File: config.mk
export PLATFORM = sky130hd
export DESIGN_NAME = expander_host
export DESIGN_NICKNAME = d
export VERILOG_FILES = /design/src/logic/expander_host_pkg.sv /design/src/logic/quarter_tick.sv /design/src/logic/expander_host.sv
export SDC_FILE = /design/constraint.sdc
export NUM_CORES = 1
export LEC_CHECK = 0
export BUFFER_PORTS_ARGS = -buffer_cell sky130_fd_sc_hd__clkbuf_2
export CELL_PAD_IN_SITES_DETAIL_PLACEMENT = 1
export CELL_PAD_IN_SITES_GLOBAL_PLACEMENT = 1
export CORE_UTILIZATION = 40
export DETAILED_ROUTE_END_ITERATION = 16
export PLACE_DENSITY = 0.76
export SYNTH_ARGS = -nofsm -noshare
export SYNTH_HDL_FRONTEND = slang
export SYNTH_SLANG_ARGS = --single-unit
File: constraint.sdc
create_clock -name clk_sys_in -period 5.2 [get_ports clk_sys_in]
set_input_delay 1.3 -clock clk_sys_in [delete_from_list [all_inputs] [get_ports clk_sys_in]]
set_output_delay 1.3 -clock clk_sys_in [all_outputs]
set_load 0.02 [all_outputs]
File: src/logic/expander_host_pkg.sv
// Purpose: Shared constants and types for the port expander bus master.
// Assumes: System clock of 10 MHz; the master makes the serial clock.
// Notes:   Times are kept in ns and turned into cycle counts here.
package expander_host_pkg;

	localparam int unsigned CLK_PERIOD_NS = 100;

	// Quarter of a serial bit; low and high phases are two quarters each
	localparam int unsigned T_QUARTER_NS = 700;
	localparam int unsigned QUARTER_CYC =
		(T_QUARTER_NS + CLK_PERIOD_NS - 1) / CLK_PERIOD_NS;

	// Least wait after the last acknowledge before port data is trusted
	localparam int unsigned OUTPUT_VALID_DELAY_NS = 4000;
	localparam int unsigned OUTPUT_VALID_DELAY_CYC =
		(OUTPUT_VALID_DELAY_NS + CLK_PERIOD_NS - 1) / CLK_PERIOD_NS;
	localparam logic [6:0] PV_LOAD = 7'(OUTPUT_VALID_DELAY_CYC);

	localparam logic [3:0] ADDR_FIXED = 4'h4;
	localparam logic [3:0] ACK_BIT    = 4'h8;
	localparam logic [3:0] FIRST_BIT  = 4'h0;

	localparam logic [1:0] BYTE_ADDR = 2'h0;
	localparam logic [1:0] BYTE_LOW  = 2'h1;
	localparam logic [1:0] BYTE_HIGH = 2'h2;

	localparam logic [1:0] PH_0 = 2'h0;
	localparam logic [1:0] PH_1 = 2'h1;
	localparam logic [1:0] PH_2 = 2'h2;
	localparam logic [1:0] PH_3 = 2'h3;

	localparam logic DIR_WRITE = 1'b0;
	localparam logic DIR_READ  = 1'b1;

	localparam logic [7:0] AGE_MAX = 8'hFF;

	typedef enum logic [4:0] {
		ST_IDLE  = 5'h01,
		ST_START = 5'h02,
		ST_BIT   = 5'h04,
		ST_STOP  = 5'h08,
		ST_WAIT  = 5'h10
	} state_e;

endpackage

File: src/logic/quarter_tick.sv
// Purpose: Quarter-bit timing strobe for the serial clock divider.
// Assumes: run_in comes from logic on the same clock.
// Notes:   Count restarts while run_in is low, so every frame starts aligned.
`timescale 1ns/1ps
`default_nettype none
module quarter_tick #(
	parameter int unsigned QUARTER = 7
) (
	// Clock and reset
	input  wire logic clk_sys_in,
	input  wire logic rst_n_in,
	// Control
	input  wire logic run_in,
	// Strobe
	output logic      tick_out
);
	localparam int unsigned CW = $clog2(QUARTER + 1);
	localparam logic [CW-1:0] LAST = CW'(QUARTER - 1);

	typedef struct packed {
		logic [CW-1:0] cnt;
		logic          tick;
	} tick_s;

	tick_s t_q;
	tick_s t_d;

	always_comb begin
		t_d = t_q;
		t_d.tick = 1'b0;
		if (!run_in) begin
			t_d.cnt = '0;
		end else if (t_q.cnt == LAST) begin
			t_d.cnt = '0;
			t_d.tick = 1'b1;
		end else begin
			t_d.cnt = t_q.cnt + 1'b1;
		end
	end

	always_ff @(posedge clk_sys_in) begin
		if (!rst_n_in) begin
			t_q <= '0;
		end else begin
			t_q <= t_d;
		end
	end

	assign tick_out = t_q.tick;

endmodule
`default_nettype wire

File: src/logic/expander_host.sv
// Purpose: Bus master that writes and reads a 16-bit port expander.
// Assumes: Master makes the serial clock by division; the slave never
//          stretches it. Pins are open drain: an enable pulls low.
// Notes:   One command moves one byte pair: low port, then high port.
//
// What this block does
// - Start: data falls while clock high.
// - Address byte MSB first, direction bit last.
// - Address select pins held from start to stop.
// - Data stable while clock high.
// - Stop: data rises while clock high.
// - Exactly one acknowledge after every byte.
// - Transmitter releases data before acknowledge.
// - Master acknowledges every read byte but last.
// - Master ends read with not-acknowledge.
// - Address is 0100 then three select pins.
// - Pair order: low port first, high second.
// - Write ones before using bits as inputs; left to the caller, the block drives only what cmd_wdata_in holds.
`timescale 1ns/1ps
`default_nettype none
module expander_host #(
	parameter int unsigned QUARTER_P = expander_host_pkg::QUARTER_CYC
) (
	// Clock and reset
	input  wire logic        clk_sys_in,
	input  wire logic        rst_n_in,
	// Command
	input  wire logic        cmd_valid_in,
	input  wire logic        cmd_read_in,
	input  wire logic [2:0]  cmd_addr_sel_in,
	input  wire logic [15:0] cmd_wdata_in,
	output logic             cmd_ready_out,
	// Response
	output logic             rsp_valid_out,
	output logic             rsp_nack_out,
	output logic [15:0]      rsp_rdata_out,
	// Serial clock pin
	output logic             scl_out,
	output logic             scl_oe_out,
	// Serial data pin
	input  wire logic        sda_in,
	output logic             sda_out,
	output logic             sda_oe_out,
	// Strap and interrupt pins
	output logic [2:0]       hw_addr_sel_out,
	input  wire logic        int_n_in,
	output logic             int_pending_out
);
	import expander_host_pkg::*;

	typedef struct packed {
		state_e      st;
		logic [1:0]  ph;
		logic [3:0]  bit_n;
		logic [1:0]  byte_n;
		logic        dir;
		logic [2:0]  sel;
		logic [7:0]  sh;
		logic [15:0] wdata;
		logic [15:0] rdata;
		logic        nack;
		logic        sda_oe;
		logic        scl_oe;
		logic        pin_lvl;
		logic        sda_m;
		logic        sda_s;
		logic        int_m;
		logic        int_s;
		logic        ready;
		logic        rsp_valid;
		logic [6:0]  pv_cnt;
		logic        int_pend;
		logic [7:0]  age;
	} ctl_s;

	ctl_s s_q;
	ctl_s s_d;
	logic tick;
	logic xmit;
	logic pv_arm;

	quarter_tick #(
		.QUARTER (QUARTER_P)
	) u_tick (
		.clk_sys_in (clk_sys_in),
		.rst_n_in   (rst_n_in),
		.run_in     (s_q.st != ST_IDLE),
		.tick_out   (tick)
	);

	// The master owns the data line for the address and written bytes
	assign xmit = (s_q.byte_n == BYTE_ADDR) || (s_q.dir == DIR_WRITE);

	// Rising clock of the high byte's acknowledge on a write
	assign pv_arm = (s_q.st == ST_BIT) && tick && (s_q.ph == PH_1) &&
		(s_q.bit_n == ACK_BIT) && (s_q.byte_n == BYTE_HIGH) &&
		(s_q.dir == DIR_WRITE);

	always_comb begin
		s_d = s_q;
		// Only the second stage is read; the first may be metastable
		s_d.sda_m = sda_in;
		s_d.sda_s = s_q.sda_m;
		s_d.int_m = int_n_in;
		s_d.int_s = s_q.int_m;
		s_d.int_pend = ~s_q.int_s;
		s_d.pin_lvl = 1'b0;
		s_d.rsp_valid = 1'b0;
		if (s_q.pv_cnt != '0) begin
			s_d.pv_cnt = s_q.pv_cnt - 1'b1;
		end
		// Cycles since the write's last acknowledge rose, saturating
		if (pv_arm) begin
			s_d.age = '0;
		end else if (s_q.age != AGE_MAX) begin
			s_d.age = s_q.age + 1'b1;
		end
		case (s_q.st)
			ST_IDLE: begin
				s_d.ph = PH_0;
				s_d.sda_oe = 1'b0;
				s_d.scl_oe = 1'b0;
				if (cmd_valid_in) begin
					s_d.st = ST_START;
					s_d.dir = cmd_read_in;
					s_d.sel = cmd_addr_sel_in;
					s_d.wdata = cmd_wdata_in;
					s_d.nack = 1'b0;
				end
			end
			ST_START: begin
				if (tick) begin
					s_d.ph = s_q.ph + 1'b1;
					case (s_q.ph)
						PH_2: begin
							s_d.sda_oe = 1'b1;
						end
						PH_3: begin
							s_d.scl_oe = 1'b1;
							s_d.st = ST_BIT;
							s_d.bit_n = FIRST_BIT;
							s_d.byte_n = BYTE_ADDR;
							s_d.sh = {ADDR_FIXED, s_q.sel, s_q.dir};
						end
						default: begin
						end
					endcase
				end
			end
			ST_BIT: begin
				if (tick) begin
					s_d.ph = s_q.ph + 1'b1;
					case (s_q.ph)
						PH_0: begin
							// Clock is low here, so the data line may move
							if (s_q.bit_n != ACK_BIT) begin
								s_d.sda_oe = xmit ? ~s_q.sh[7] : 1'b0;
							end else if (xmit) begin
								s_d.sda_oe = 1'b0;
							end else begin
								// Acknowledge the low byte, refuse the last
								s_d.sda_oe = (s_q.byte_n == BYTE_LOW);
							end
						end
						PH_1: begin
							s_d.scl_oe = 1'b0;
							if (pv_arm) begin
								s_d.pv_cnt = PV_LOAD;
							end
						end
						PH_2: begin
							if (s_q.bit_n != ACK_BIT) begin
								// Shifting the line in also shifts sent bits out
								s_d.sh = {s_q.sh[6:0], s_q.sda_s};
							end else if (xmit) begin
								s_d.nack = s_q.sda_s;
							end
						end
						PH_3: begin
							s_d.scl_oe = 1'b1;
							if (s_q.bit_n != ACK_BIT) begin
								s_d.bit_n = s_q.bit_n + 1'b1;
							end else if (xmit && s_q.nack) begin
								// Nobody answered; close the frame at once
								s_d.st = ST_STOP;
							end else begin
								s_d.bit_n = FIRST_BIT;
								case (s_q.byte_n)
									BYTE_ADDR: begin
										s_d.byte_n = BYTE_LOW;
										s_d.sh = s_q.wdata[7:0];
									end
									BYTE_LOW: begin
										s_d.byte_n = BYTE_HIGH;
										s_d.sh = s_q.wdata[15:8];
										if (s_q.dir == DIR_READ) begin
											s_d.rdata[7:0] = s_q.sh;
										end
									end
									default: begin
										s_d.st = ST_STOP;
										if (s_q.dir == DIR_READ) begin
											s_d.rdata[15:8] = s_q.sh;
										end
									end
								endcase
							end
						end
						default: begin
						end
					endcase
				end
			end
			ST_STOP: begin
				if (tick) begin
					s_d.ph = s_q.ph + 1'b1;
					case (s_q.ph)
						PH_0: begin
							s_d.sda_oe = 1'b1;
						end
						PH_1: begin
							s_d.scl_oe = 1'b0;
						end
						PH_3: begin
							s_d.sda_oe = 1'b0;
							s_d.st = ST_WAIT;
						end
						default: begin
						end
					endcase
				end
			end
			ST_WAIT: begin
				// Report a write only once the port pins can be trusted
				if (s_q.pv_cnt == '0) begin
					s_d.st = ST_IDLE;
					s_d.rsp_valid = 1'b1;
				end
			end
			default: begin
				s_d.st = ST_IDLE;
				s_d.sda_oe = 1'b0;
				s_d.scl_oe = 1'b0;
			end
		endcase
		s_d.ready = (s_d.st == ST_IDLE) && !s_d.rsp_valid;
	end

	always_ff @(posedge clk_sys_in) begin
		if (!rst_n_in) begin
			s_q <= '0;
			s_q.st <= ST_IDLE;
		end else begin
			s_q <= s_d;
		end
	end

	assign cmd_ready_out   = s_q.ready;
	assign rsp_valid_out   = s_q.rsp_valid;
	assign rsp_nack_out    = s_q.nack;
	assign rsp_rdata_out   = s_q.rdata;
	assign scl_out         = s_q.pin_lvl;
	assign scl_oe_out      = s_q.scl_oe;
	assign sda_out         = s_q.pin_lvl;
	assign sda_oe_out      = s_q.sda_oe;
	assign hw_addr_sel_out = s_q.sel;
	assign int_pending_out = s_q.int_pend;
endmodule
`default_nettype wire

==> results_dict.tcl <==
set metrics [dict create \
    maxCapViolCount 0 \
    seqCellArea_um2 1560 \
    timing.critical_path.from "s_q[76]" \
    start_util_pct 41.9 \
    die-area_um2 10200 \
    place_congestion 0.835 \
    synth_ff_type "dfxtp_1" \
    drc 0 \
    grt_use_total_pct 18.9 \
    worst_slew_pin_slew_ns 0.996 \
    fill_cells 1157 \
    die_w_um 101 \
    powerDensity_nw_per_um2 311 \
    routed_wl_um 9070 \
    grt_max_degree 61 \
    status "complete, no violations" \
    synth_area_um2 3930 \
    rsz0062_at_grt "no" \
    finalSetupTns_ns 0 \
    layout.nets 498 \
    die_y_um 101 \
    max_clock_freq_mhz 362 \
    hold_path_class "reg2reg" \
    clock_path_buffers 2 \
    avgViaCountPerCell 5.19 \
    hp-start "s_q[18]" \
    num_antenna_cells 0 \
    cts-resized-gates 0 \
    multi_input_area_um2 2070 \
    post-route-min-period_ns 2.76 \
    core-area_um2 9370 \
    row_count 35 \
    synth_most_common_cell "dfxtp_1" \
    post-place-ws_ns 2.31 \
    clkTransAtPathRegs_ns 0.08 \
    globalRouteOverflowTotal 0 \
    hold_viol 0 \
    ant_nets 0 \
    post_cts_buffers 0 \
    ir_drop_uv 141 \
    synth_area_leaders "dfxtp_1 (40%), mux2i_1 (7.1%), nand2_1 (6.0%)" \
    ys_types 58 \
    cts_sinks 78 \
    dp_hpwl_um 6480 \
    synthArstFlopShare_pct 0 \
    cts_hold_buf 0 \
    yosys.area.top_type_share_pct 39.7 \
    rr_startpoint "s_q[76]" \
    drt-initial-drc-count 147 \
    setup_slack_ns 2.44 \
    finalSetupViolCount 0 \
    synth_area_per_cell_um2 8.79 \
    wl_per_cell_um 15.2 \
    clock_latency_ns 0.35 \
    vias 3103 \
    crit_required_ns 5.49 \
    numCtsBuffers 9 \
    cts.htree.levels 3 \
    grt_pass1_vias 3028 \
    start_kind "flop" \
    drive_above_1_share_pct 15.6 \
    port_buffers 49 \
    path_max_fanout 25 \
    drtPass1Iterations 4 \
    tritoncts "built" \
    grt_first_pass_wirelength_um 15000 \
    endpoint_kind "flop" \
    cts_root_buf "clkbuf_8" \
    skew_ns 0.0110 \
    yosys.area.top_type "dfxtp_1" \
    synth_commonest_cells "dfxtp_1 (78), nand2_1 (63), nor2_1 (30), mux2i_1 (28), nor2b_1 (24)" \
    drv_slew 0 \
    yosysWarnings 0 \
    ys_ff_latch 78 \
    p_leak_nw 1.64 \
    path_class "reg2reg" \
    timing.hold.ws_ns 0.394 \
    syn_inst 447 \
    ys_seq_area_share_pct 39.7 \
    antenna_found_initial 0 \
    period_share_pct 53.1 \
    synth_edf_count 0 \
    arrival_ns 3.05 \
    area_growth_pct 8.53 \
    io-pin-count 52 \
    slew_headroom_pct 33.5 \
]
final cells by class:
cell class / instances / share of cell area (%)
repair buffers: 51 / 6.10
flip-flops and latches: 78 / 36.6
clock inverters: 4 / 0.733
clock buffers: 12 / 3.40
inverters: 10 / 0.880
multi-input cells: 314 / 48.5
well taps: 129 / 3.78
critical path, stage by stage (launching register included):
cell	delay, ns
dfxtp_1	0.40
ha_1	0.76
inv_1	0.17
and3_1	0.20
o311ai_2	0.81
a211o_1	0.21
and3_1	0.15
metal layers:
layer | GRT usage, % | share of wire, %
met5 | 0 | 0
met4 | 6.35 | 1.3
met3 | 3.19 | 2.5
met2 | 29.8 | 46
met1 | 26.2 | 50
per-stage QoR:
stage / utilization, % / instance area, um2 / cells / total power [mW]
floorplan: - / 3930 / 448 / 0.860
global placement: 43.6 / 4090 / 582 / 0.909
detailed placement: 43.6 / 4090 / 582 / 0.920
CTS: 45.5 / 4270 / 598 / 1.34
global route: 45.5 / 4270 / 598 / 1.40
finish: 45.5 / 4270 / 598 / 1.32
kinds of logic (layout without fill, tap and decap cells):
group           Yosys count  after routing  synth area share [%]
compound gates           78             78                  15.3
simple gates            189            189                  25.3
other cells               1              2                0.0954
xor+xnor                  7              7                  1.56
mux                      29             29                  7.42
fa+ha+maj                 9              9                  2.87
buf+inv                  56             77                  7.74
flops                    78             78                  39.7
sequential cells by signal, summed over array words and instances, names as in the netlist:
| name | flops |
|---|---|
| u_tick.tick_out | 1 |
| sda_oe_out | 1 |
| cmd_ready_out | 1 |
| s_d | 2 |
| hw_addr_sel_out | 3 |
| rsp_valid_out | 1 |
| int_pending_out | 1 |
| s_q | 47 |
| rsp_nack_out | 1 |
| rsp_rdata_out | 16 |
| u_tick.t_q | 3 |
| scl_oe_out | 1 |
where the power goes:
| group | switching (mW) | internal [mW] | total (mW) |
|---|---|---|---|
| logic | 0.128 | 0.104 | 0.232 |
| clock network | 0.231 | 0.190 | 0.421 |
| registers | 0.0348 | 0.637 | 0.672 |
worst paths after layout:
kind,slack (ns),end,depth (start not counted)
setup reg to reg,2.44,s_q[58],6
hold / removal,0.39,int_pending_out,1
hold reg to reg,0.39,int_pending_out,1
setup / recovery,2.44,s_q[58],6
cells in the final DEF (no fill, tap or decap), types with 5 or more instances in the layout:
cell type / instances
a211o_1: 5
a21boi_0: 22
a21oi_1: 7
and2_1: 8
and3_1: 7
clkbuf_2: 49
clkbuf_8: 10
dfxtp_1: 78
ha_1: 9
inv_1: 10
mux2i_1: 28
nand2_1: 63
nand2b_1: 12
nand3_1: 7
nor2_1: 30
nor2b_1: 24
nor3_1: 7
nor4_1: 5
nor4b_1: 5
o21a_1: 5
o21ai_0: 7
Power figures use the tool's default switching activity.
